[src/logic/status_router_pkg.sv]
// status router package: selection codes, reset defaults, flag and register layouts
// assumes a 32-bit Avalon-MM register port and a 50 MHz control clock
package status_router_pkg;

    // selection code width (codes up to 9999)
    localparam int SEL_W = 14;

    // polarity bands
    localparam logic [13:0] SEL_NEG_BASE = 14'h0064;  // 100
    localparam logic [13:0] SEL_NEG_TOP  = 14'h00c7;  // 199
    localparam logic [13:0] SEL_NONE     = 14'h270f;  // 9999, no function

    // function codes (positive band)
    localparam logic [6:0] FN_RUN     = 7'h00;  // 0
    localparam logic [6:0] FN_UPFREQ  = 7'h01;  // 1
    localparam logic [6:0] FN_READY   = 7'h0b;  // 11
    localparam logic [6:0] FN_SLEEP   = 7'h46;  // 70
    localparam logic [6:0] FN_SAFE    = 7'h50;  // 80
    localparam logic [6:0] FN_SAFETY_CIRCUIT_HEALTHY   = 7'h51;  // 81
    localparam logic [6:0] FN_LIFE    = 7'h5a;  // 90
    localparam logic [6:0] FN_PWROFF  = 7'h5b;  // 91
    localparam logic [6:0] FN_CURAVG  = 7'h5d;  // 93
    localparam logic [6:0] FN_MAINT   = 7'h5f;  // 95
    localparam logic [6:0] FN_REMOTE  = 7'h60;  // 96
    localparam logic [6:0] FN_WARN    = 7'h62;  // 98
    localparam logic [6:0] FN_TRIP    = 7'h63;  // 99

    // reset values of the three selectors
    localparam logic [13:0] FIRST_SEL_RST  = 14'h0000;  // motion-active, positive
    localparam logic [13:0] SECOND_SEL_RST = 14'h0001;  // up to frequency, positive
    localparam logic [13:0] RELAY_SEL_RST  = 14'h0063;  // trip, positive

    // register byte offsets
    localparam logic [3:0] REG_FIRST_SEL  = 4'h0;
    localparam logic [3:0] REG_SECOND_SEL = 4'h4;
    localparam logic [3:0] REG_RELAY_SEL  = 4'h8;
    localparam logic [3:0] REG_REMOTE     = 4'hc;
    localparam logic [3:0] REG_STATUS     = 4'h0;  // at word index 4 (byte 0x10)
    localparam logic [4:0] REG_STATUS_ADDR = 5'h10;

    // status word bit positions
    localparam int ST_TERM_LSB  = 0;   // terminals at bits 2:0
    localparam int ST_READY     = 3;
    localparam int ST_RUN       = 4;
    localparam int ST_TRIP      = 5;
    localparam int ST_REJECT    = 6;   // sticky: a selector write was refused since last cleared

    // drive state from the control core
    typedef struct packed {
        logic main_power_ok;      // main circuit supply present
        logic undervoltage;       // power failure or undervoltage
        logic reset_done;         // start-up reset finished
        logic fault_active;       // drive fault condition
        logic output_stop_input;  // output stop input on
        logic safety_stop;        // safety stop function active
        logic dc_brake;           // dc injection braking
        logic restart_coasting;   // coasting during auto restart
        logic freq_at_start;      // output frequency >= starting frequency
        logic fault_reset;        // fault reset pulse
    } drive_state_s;

    // detector flags from the surrounding logic
    typedef struct packed {
        logic frequency_reached_flag;
        logic accel_time_zero;      // accel/decel time set to 0 s
        logic pid_sleep;
        logic safety_circuit_fault;
        logic cpu_fault;
        logic life_alarm_flag;
        logic power_off_fault_flag;
        logic current_average_pulses;
        logic maintenance_due_flag;
        logic warning_flag;
    } detector_s;

endpackage

[src/logic/status_output_router.sv]
// status output router: three assignable output terminals with polarity select
// assumes synchronous drive-state inputs and a single Avalon-MM master
//
// How it works
// codes 0-99 conduct when function true; codes 100-199 invert.
// any function may be routed to several terminals, each with own polarity.
// second open-collector selector refuses the no-function code 9999.
// relay selector refuses the current-average pulse codes 93 and 193.
// codes 70/170 follow the process-control sleep flag.
// codes 80/180 follow the safety-stop active flag.
// codes 81/181 stay on unless safety circuit or processor fault.
// codes 90/190 follow the component life alarm.
// codes 91/191 follow the power-off fault flag.
// codes 93/193 pass the current-average pulse train.
// codes 95/195 follow the maintenance due flag.
// codes 96/196 follow a software-written remote output bit.
// codes 98/198 follow the warning flag.
// codes 99/199 trip flag sets on fault, clears only on fault reset.
// up-to-frequency held steady when accel/decel time is zero; here zero time passes the flag direct, else one cycle late.
// codes 11/111 ready flag, on when able to start or running.
// codes 0/100 motion flag on at or above start frequency, off stopped/braking.
// output shutoff by fault, stop input or safety stop clears ready and motion.
// ready stays on under dc braking and restart, drops on undervoltage.
// ready off while main circuit supply is absent.
// first terminal resets to motion-active, positive polarity.
// relay resets to trip flag; trip may be written to any terminal.
// terminal outputs registered; selection change acts at next clock edge.
// unknown selection code leaves terminal non-conducting.
//
// The Avalon-MM interface to the registers and the placing of the registers were decided locally.
`timescale 1ns/1ps
module status_output_router
    import status_router_pkg::*;
(
    input  wire logic         core_clk,
    input  wire logic         srst,
    input  wire logic [4:0]   avs_address,
    input  wire logic         avs_read,
    input  wire logic         avs_write,
    input  wire logic [31:0]  avs_writedata,
    input  wire logic [3:0]   avs_byteenable,
    output logic [31:0]       avs_readdata,
    output logic              avs_waitrequest,
    input  wire drive_state_s drive_state,
    input  wire detector_s    detectors,
    output logic              first_terminal_on,
    output logic              second_terminal_on,
    output logic              relay_terminal_on
);

    // selectors and flags
    logic [13:0] first_terminal_select_reg;
    logic [13:0] second_terminal_select_reg;
    logic [13:0] relay_terminal_select_reg;
    logic        remote_output_bit_reg;
    logic        reject_reg;
    logic        trip_flag_reg;
    logic        drive_ready_flag;
    logic        motion_flag;
    logic        su_hold_reg;
    logic        su_flag;
    logic        ack_reg;
    logic [2:0]  term_next;

    // codes with a function behind them; anything else leaves the terminal off
    function automatic logic fn_defined(input logic [6:0] c);
        case (c)
            FN_RUN, FN_UPFREQ, FN_READY, FN_SLEEP, FN_SAFE, FN_SAFETY_CIRCUIT_HEALTHY, FN_LIFE,
            FN_PWROFF, FN_CURAVG, FN_MAINT, FN_REMOTE, FN_WARN, FN_TRIP:
                return 1'b1;
            default:
                return 1'b0;
        endcase
    endfunction

    // map a selection code to a terminal level, false for unmapped codes
    function automatic logic route(input logic [13:0] sel, input logic [127:0] fn);
        logic       neg;
        logic [6:0] code;
        neg  = (sel >= SEL_NEG_BASE) && (sel <= SEL_NEG_TOP);
        code = neg ? 7'(sel - SEL_NEG_BASE) : sel[6:0];
        if ((sel > SEL_NEG_TOP) || !fn_defined(code))
            return 1'b0;
        return fn[code] ^ neg;
    endfunction

    // function vector; entries for undefined codes stay 0 and route never reads them
    logic [127:0] fn_vec;
    always_comb
    begin
        fn_vec            = '0;
        fn_vec[FN_RUN]    = motion_flag;
        fn_vec[FN_UPFREQ] = su_flag;
        fn_vec[FN_READY]  = drive_ready_flag;
        fn_vec[FN_SLEEP]  = detectors.pid_sleep;
        fn_vec[FN_SAFE]   = drive_state.safety_stop;
        fn_vec[FN_SAFETY_CIRCUIT_HEALTHY]  = !(detectors.safety_circuit_fault
                              || detectors.cpu_fault);
        fn_vec[FN_LIFE]   = detectors.life_alarm_flag;
        fn_vec[FN_PWROFF] = detectors.power_off_fault_flag;
        fn_vec[FN_CURAVG] = detectors.current_average_pulses;
        fn_vec[FN_MAINT]  = detectors.maintenance_due_flag;
        fn_vec[FN_REMOTE] = remote_output_bit_reg;
        fn_vec[FN_WARN]   = detectors.warning_flag;
        fn_vec[FN_TRIP]   = trip_flag_reg;
    end

    // shutoff covers fault, stop input and safety stop
    logic shutoff;
    assign shutoff = drive_state.fault_active || drive_state.output_stop_input
                     || drive_state.safety_stop;

    // ready: dc braking and restart do not clear it
    assign drive_ready_flag = drive_state.reset_done && drive_state.main_power_ok
                              && !drive_state.undervoltage
                              && !shutoff;
    // motion: off when stopped, braking or shut off
    assign motion_flag = drive_state.freq_at_start && !drive_state.dc_brake
                         && !shutoff;

    // trip flag: fault sets, only fault reset clears; set wins
    always_ff @(posedge core_clk)
    begin
        if (srst)
            trip_flag_reg <= 1'b0;
        else if (drive_state.fault_active)
            trip_flag_reg <= 1'b1;
        else if (drive_state.fault_reset)
            trip_flag_reg <= 1'b0;
    end

    // up-to-frequency: with zero ramp time the flag is taken as it stands
    always_ff @(posedge core_clk)
    begin
        if (srst)
            su_hold_reg <= 1'b0;
        else
            su_hold_reg <= detectors.frequency_reached_flag;
    end
    assign su_flag = detectors.accel_time_zero ? detectors.frequency_reached_flag
                                               : su_hold_reg;

    // write qualification per selector
    logic        wr_ok;
    logic [13:0] wr_code;
    logic        refuse_second;
    logic        refuse_relay;
    assign wr_ok   = avs_write && ack_reg && (&avs_byteenable[1:0]);
    assign wr_code = avs_writedata[13:0];
    assign refuse_second = (wr_code == SEL_NONE);
    assign refuse_relay  = (wr_code == 14'(FN_CURAVG))
                           || (wr_code == 14'(FN_CURAVG) + SEL_NEG_BASE);

    // code validity: bands or no-function value
    function automatic logic code_legal(input logic [13:0] c);
        return (c <= SEL_NEG_TOP) || (c == SEL_NONE);
    endfunction

    // selector registers; every terminal may carry any function except current average (93/193) on the relay
    always_ff @(posedge core_clk)
    begin
        if (srst)
        begin
            first_terminal_select_reg  <= FIRST_SEL_RST;
            second_terminal_select_reg <= SECOND_SEL_RST;
            relay_terminal_select_reg  <= RELAY_SEL_RST;
            remote_output_bit_reg      <= 1'b0;
            reject_reg                 <= 1'b0;
        end
        else if (wr_ok)
        begin
            case (avs_address)
                5'(REG_FIRST_SEL):
                    if (code_legal(wr_code))
                        first_terminal_select_reg <= wr_code;
                    else
                        reject_reg <= 1'b1;
                5'(REG_SECOND_SEL):
                    if (code_legal(wr_code) && !refuse_second)
                        second_terminal_select_reg <= wr_code;
                    else
                        reject_reg <= 1'b1;
                5'(REG_RELAY_SEL):
                    if (code_legal(wr_code) && !refuse_relay)
                        relay_terminal_select_reg <= wr_code;
                    else
                        reject_reg <= 1'b1;
                5'(REG_REMOTE):
                    remote_output_bit_reg <= avs_writedata[0];
                default:
                    if (avs_address == REG_STATUS_ADDR)
                        reject_reg <= 1'b0;   // writing status clears reject
            endcase
        end
    end

    // terminal outputs registered from selection and flag
    assign term_next = {route(relay_terminal_select_reg, fn_vec),
                        route(second_terminal_select_reg, fn_vec),
                        route(first_terminal_select_reg, fn_vec)};
    always_ff @(posedge core_clk)
    begin
        if (srst)
            {relay_terminal_on, second_terminal_on, first_terminal_on} <= 3'h0;
        else
            {relay_terminal_on, second_terminal_on, first_terminal_on} <= term_next;
    end

    // bus: one wait cycle, answer at the second edge
    always_ff @(posedge core_clk)
    begin
        if (srst)
            ack_reg <= 1'b0;
        else
            ack_reg <= (avs_read || avs_write) && !ack_reg;
    end
    assign avs_waitrequest = (avs_read || avs_write) && !ack_reg;

    // read data captured during the wait cycle
    always_ff @(posedge core_clk)
    begin
        if (srst)
            avs_readdata <= 32'h0;
        else if (avs_read && !ack_reg)
        begin
            case (avs_address)
                5'(REG_FIRST_SEL):  avs_readdata <= {18'h0, first_terminal_select_reg};
                5'(REG_SECOND_SEL): avs_readdata <= {18'h0, second_terminal_select_reg};
                5'(REG_RELAY_SEL):  avs_readdata <= {18'h0, relay_terminal_select_reg};
                5'(REG_REMOTE):     avs_readdata <= {31'h0, remote_output_bit_reg};
                REG_STATUS_ADDR:    avs_readdata <= {25'h0, reject_reg, trip_flag_reg,
                                        motion_flag, drive_ready_flag, relay_terminal_on,
                                        second_terminal_on, first_terminal_on};
                default:            avs_readdata <= 32'h0;  // unmapped reads zero
            endcase
        end
    end
endmodule // status_output_router

[config.mk]
export PLATFORM = sky130hd
export DESIGN_NAME = status_output_router
export DESIGN_NICKNAME = d
export VERILOG_FILES = /design/src/logic/status_router_pkg.sv /design/src/logic/status_output_router.sv
export SDC_FILE = /design/constraint.sdc
export NUM_CORES = 1
export LEC_CHECK = 0
export BUFFER_PORTS_ARGS = -buffer_cell sky130_fd_sc_hd__buf_2
export CORE_ASPECT_RATIO = 0.8
export CORE_MARGIN = 2
export CORE_UTILIZATION = 50
export CTS_CLUSTER_SIZE = 28
export DETAILED_ROUTE_END_ITERATION = 10
export PLACE_DENSITY = 0.77
export SKIP_LAST_GASP = 1
export SYNTH_ARGS = -nofsm -noshare
export SYNTH_HDL_FRONTEND = slang
export SYNTH_SLANG_ARGS = --single-unit
[constraint.sdc]
create_clock -name core_clk -period 2.5 [get_ports core_clk]
set_input_delay 0.5 -clock core_clk [delete_from_list [all_inputs] [get_ports core_clk]]
set_output_delay 0.5 -clock core_clk [all_outputs]
set_load 0.05 [all_outputs]
==> reports/results.tsv <==
stage	metric	value	unit
yosys	synth top area cells	dfxtp_1, mux2i_1, nor2_1	
critical_path	CP Cell Sequence	inv_2, ha_4, nand3_2, a311o_1, a21oi_4, buf_6, buf_4, mux2i_1, a32o_1, o211ai_1, xnor2_1, nor4_1	
power_and_ir_drop	Power, Total	2.784	mW
yosys	synth cell count leaders	nor2_1, dfxtp_1, a21oi_1, nand2_1, mux2i_1	
cts	worst-skew pair later-pin latency	330	ps
sta	final count of hold timing violations	0	
hold_path	Worst Hold Class	primary input to flip-flop	
power_and_ir_drop	Max IR drop VDD	0.3960	mV
yosys	Synth top area share	27.12	%
sta	Final min period	2557	ps
cts	Clock Tree Buf Depth	2	
layout	area growth from synthesis to layout	31.06	%
yosys	asr flop ratio synth	0	%
cts	CTS Sinks	64	
layout	fillers	717	
sta	Hold Worst Slack	404.8	ps
detailed_routing	DRC errors left	0	
critical_path	CP arrival	2810	ps
die	core area	0.009115	sq mm
critical_path	Bufs and invs on worst path	3	
yosys	Avg Cell Area, Syn	7.633	sq um
layout	# diodes	0	
yosys	Synth cell types	76	
global_route	gr busiest metal	met2	
detailed_routing	DR iter-0 viols	817	
sta	Peak Freq	391.1	MHz
detailed_routing	DR pass1 iterations	7	
sta	period utilisation layout	102.3	%
yosys	Yosys reg bits	64	
placed_design	dpl cells	827	
global_route	grt ovf	0	
layout	Cell Count, Final, Fillers Out	850	
global_route	met1 Usage GRT	37.87	%
sta	clock skew	9.374	ps
critical_path	crit end category	flip-flop	
detailed_routing	WL final	15850	microns
detailed_routing	Vias/cell	6.308	
placed_design	routability cong.	0.9937	
yosys	most frequent cell after synthesis	nor2_1	
critical_path	Setup Crit Path Kind	flip-flop to flip-flop	
detailed_routing	Vias	5362	
sta	Final Setup Violations	3	
yosys	Gate Count Post-Synth	619	
die	# IOs	101	
layout	Final Util	67.93	%
die	Die Y-Extent	90.95	microns
critical_path	critical path's slowest cell	a311o_1	
sta	worst-margin pin slew	793.0	ps
global_route	GRT Total Usage	29.55	%
die	die area	0.01025	sq mm
flow_run	Max Cap Viol	0	
global_route	largest net degree at the start of global routing	44	
global_route	vias in the first global route	4956	
die	row count	31	
cts	cts bufs inserted	9	
layout	layout cells sized above 1	29.80	%
cts	Root Buffer	clkbuf_16	
yosys	Synth area leader	dfxtp_1	
sta	Rel. slew slack	47.13	%
die	die width	112.7	microns
critical_path	Top delay family on crit path	compound AO/OA/AOI/OAI gates	
critical_path	Req. time, crit path	2750	ps
cts	CTS clk-pin slew, worst paths	60	ps
critical_path	crit path launch type	flip-flop	
sta	RSZ-0062 raised after global routing	true	
detailed_routing	wire per inst	18.64	microns
global_route	first-pass GRT wire length	24590	microns
yosys	synthesized area	0.004725	sq mm
cts	H-tree levels	3	
critical_path	slowest stage delay, CP	470	ps
die	Starting Density	51.83	%
global_route	GRT met2 Usage	47.70	%
power_and_ir_drop	leak pwr	2.488	nW
run_status	failing checks	setup timing	
sta	final setup margin	-57.00	ps
run_status	status	finished, violations left	
global_route	initial antenna violation count	0	
global_route	met3 usage	7.810	%
detailed_routing	post-route antenna net violation count	0	
power_and_ir_drop	P per Cell Area	449.7	mW/mm^2
yosys	yosys warns	0	
placed_design	PortBufs	61	
cts	CTS tree	yes	
yosys	register area share after synthesis	27.12	%
layout	# nets final	801	
yosys	number of flops mapped to enable cells by yosys	0	
placed_design	hpwl dp	11160	microns
sta	final count of pins violating max slew	0	
yosys	ys flop type	dfxtp_1	
critical_path	Crit Path Max Fanout	5	
## timing repair
item / 4_1_cts / 5_1_grt
pin swaps: 10 / 18
hold buffers: 0 / 0
gates cloned: 0 / 0
buffers inserted: 3 / 4
setup endpoints to repair: 3 / 3
resized for setup: 14 / 34
## per-layer routing
layer | vias to the layer above | wire (microns)
met3 | 64 | 1601
li1 | 2458 | -
met1 | 2518 | 6267
met5 | - | 0
met2 | 322 | 7428
met4 | 0 | 549
## final cells by class
cell class                 instances  area (sq um)  area share (%)
clock inverter                     6         115.1           1.859
clock buffer                      10         239.0           3.859
tap                              115         143.9           2.324
timing repair buffer             144         977.2           15.78
inverter                          26         101.3           1.637
multi-input combinational        485          3327           53.73
sequential                        64          1289           20.81
## logic make-up (layout without fill, tap and decap cells)
kind of cell / count (synthesis) / after routing / share of synthesized area, %
other: 1 / 18 / 0.07937
and+or+nand+nor: 246 / 246 / 26.64
buffers and inverters: 87 / 186 / 8.872
xor gates and xnor gates: 10 / 10 / 1.854
muxes: 46 / 46 / 9.984
AOI/OAI and AO/OA: 158 / 158 / 23.65
DFF: 64 / 64 / 27.12
adders and majority gates: 7 / 7 / 1.801
## placed cells by master (no fill, tap or decap), drive strengths merged, types with 13 or more instances in the layout
| master | instances |
|---|---|
| a21oi | 48 |
| a222oi | 13 |
| buf | 144 |
| conb | 18 |
| dfxtp | 64 |
| inv | 26 |
| mux2i | 37 |
| nand2 | 41 |
| nand3 | 18 |
| nor2 | 80 |
| nor3 | 21 |
| o21ai | 24 |
## through the flow
stage	TNS, ps	setup slack (ps)	area, sq um
after detailed placement	-1201	-245.2	5562
after floorplan	-76.40	-76.40	4837
final	-119.0	-57.00	6192
after global placement	-389.0	-173.9	5562
after global routing	-495.8	-226.3	6192
after CTS	-60.26	-60.26	5983
## power breakdown
group / leakage, nW / internal [mW] / switching, mW
sequential: 0.519 / 1.02 / 0.00488
clock: 0.169 / 1.01 / 0.494
combinational: 1.80 / 0.0756 / 0.179
## worst paths after layout
kind / start / end / slack [ps] / depth (start not counted)
max: first_terminal_select_reg[3]$_SDFFE_PP0P_ / first_terminal_on$_SDFF_PP0_ / -60 / 12
max reg2reg: first_terminal_select_reg[3]$_SDFFE_PP0P_ / first_terminal_on$_SDFF_PP0_ / -60 / 12
min: detectors[9] / su_hold_reg$_SDFF_PP0_ / 400 / 2
min reg2reg: reject_reg$_SDFFE_PP0P_ / reject_reg$_SDFFE_PP0P_ / 470 / 2
Power figures use the tool's default switching activity.
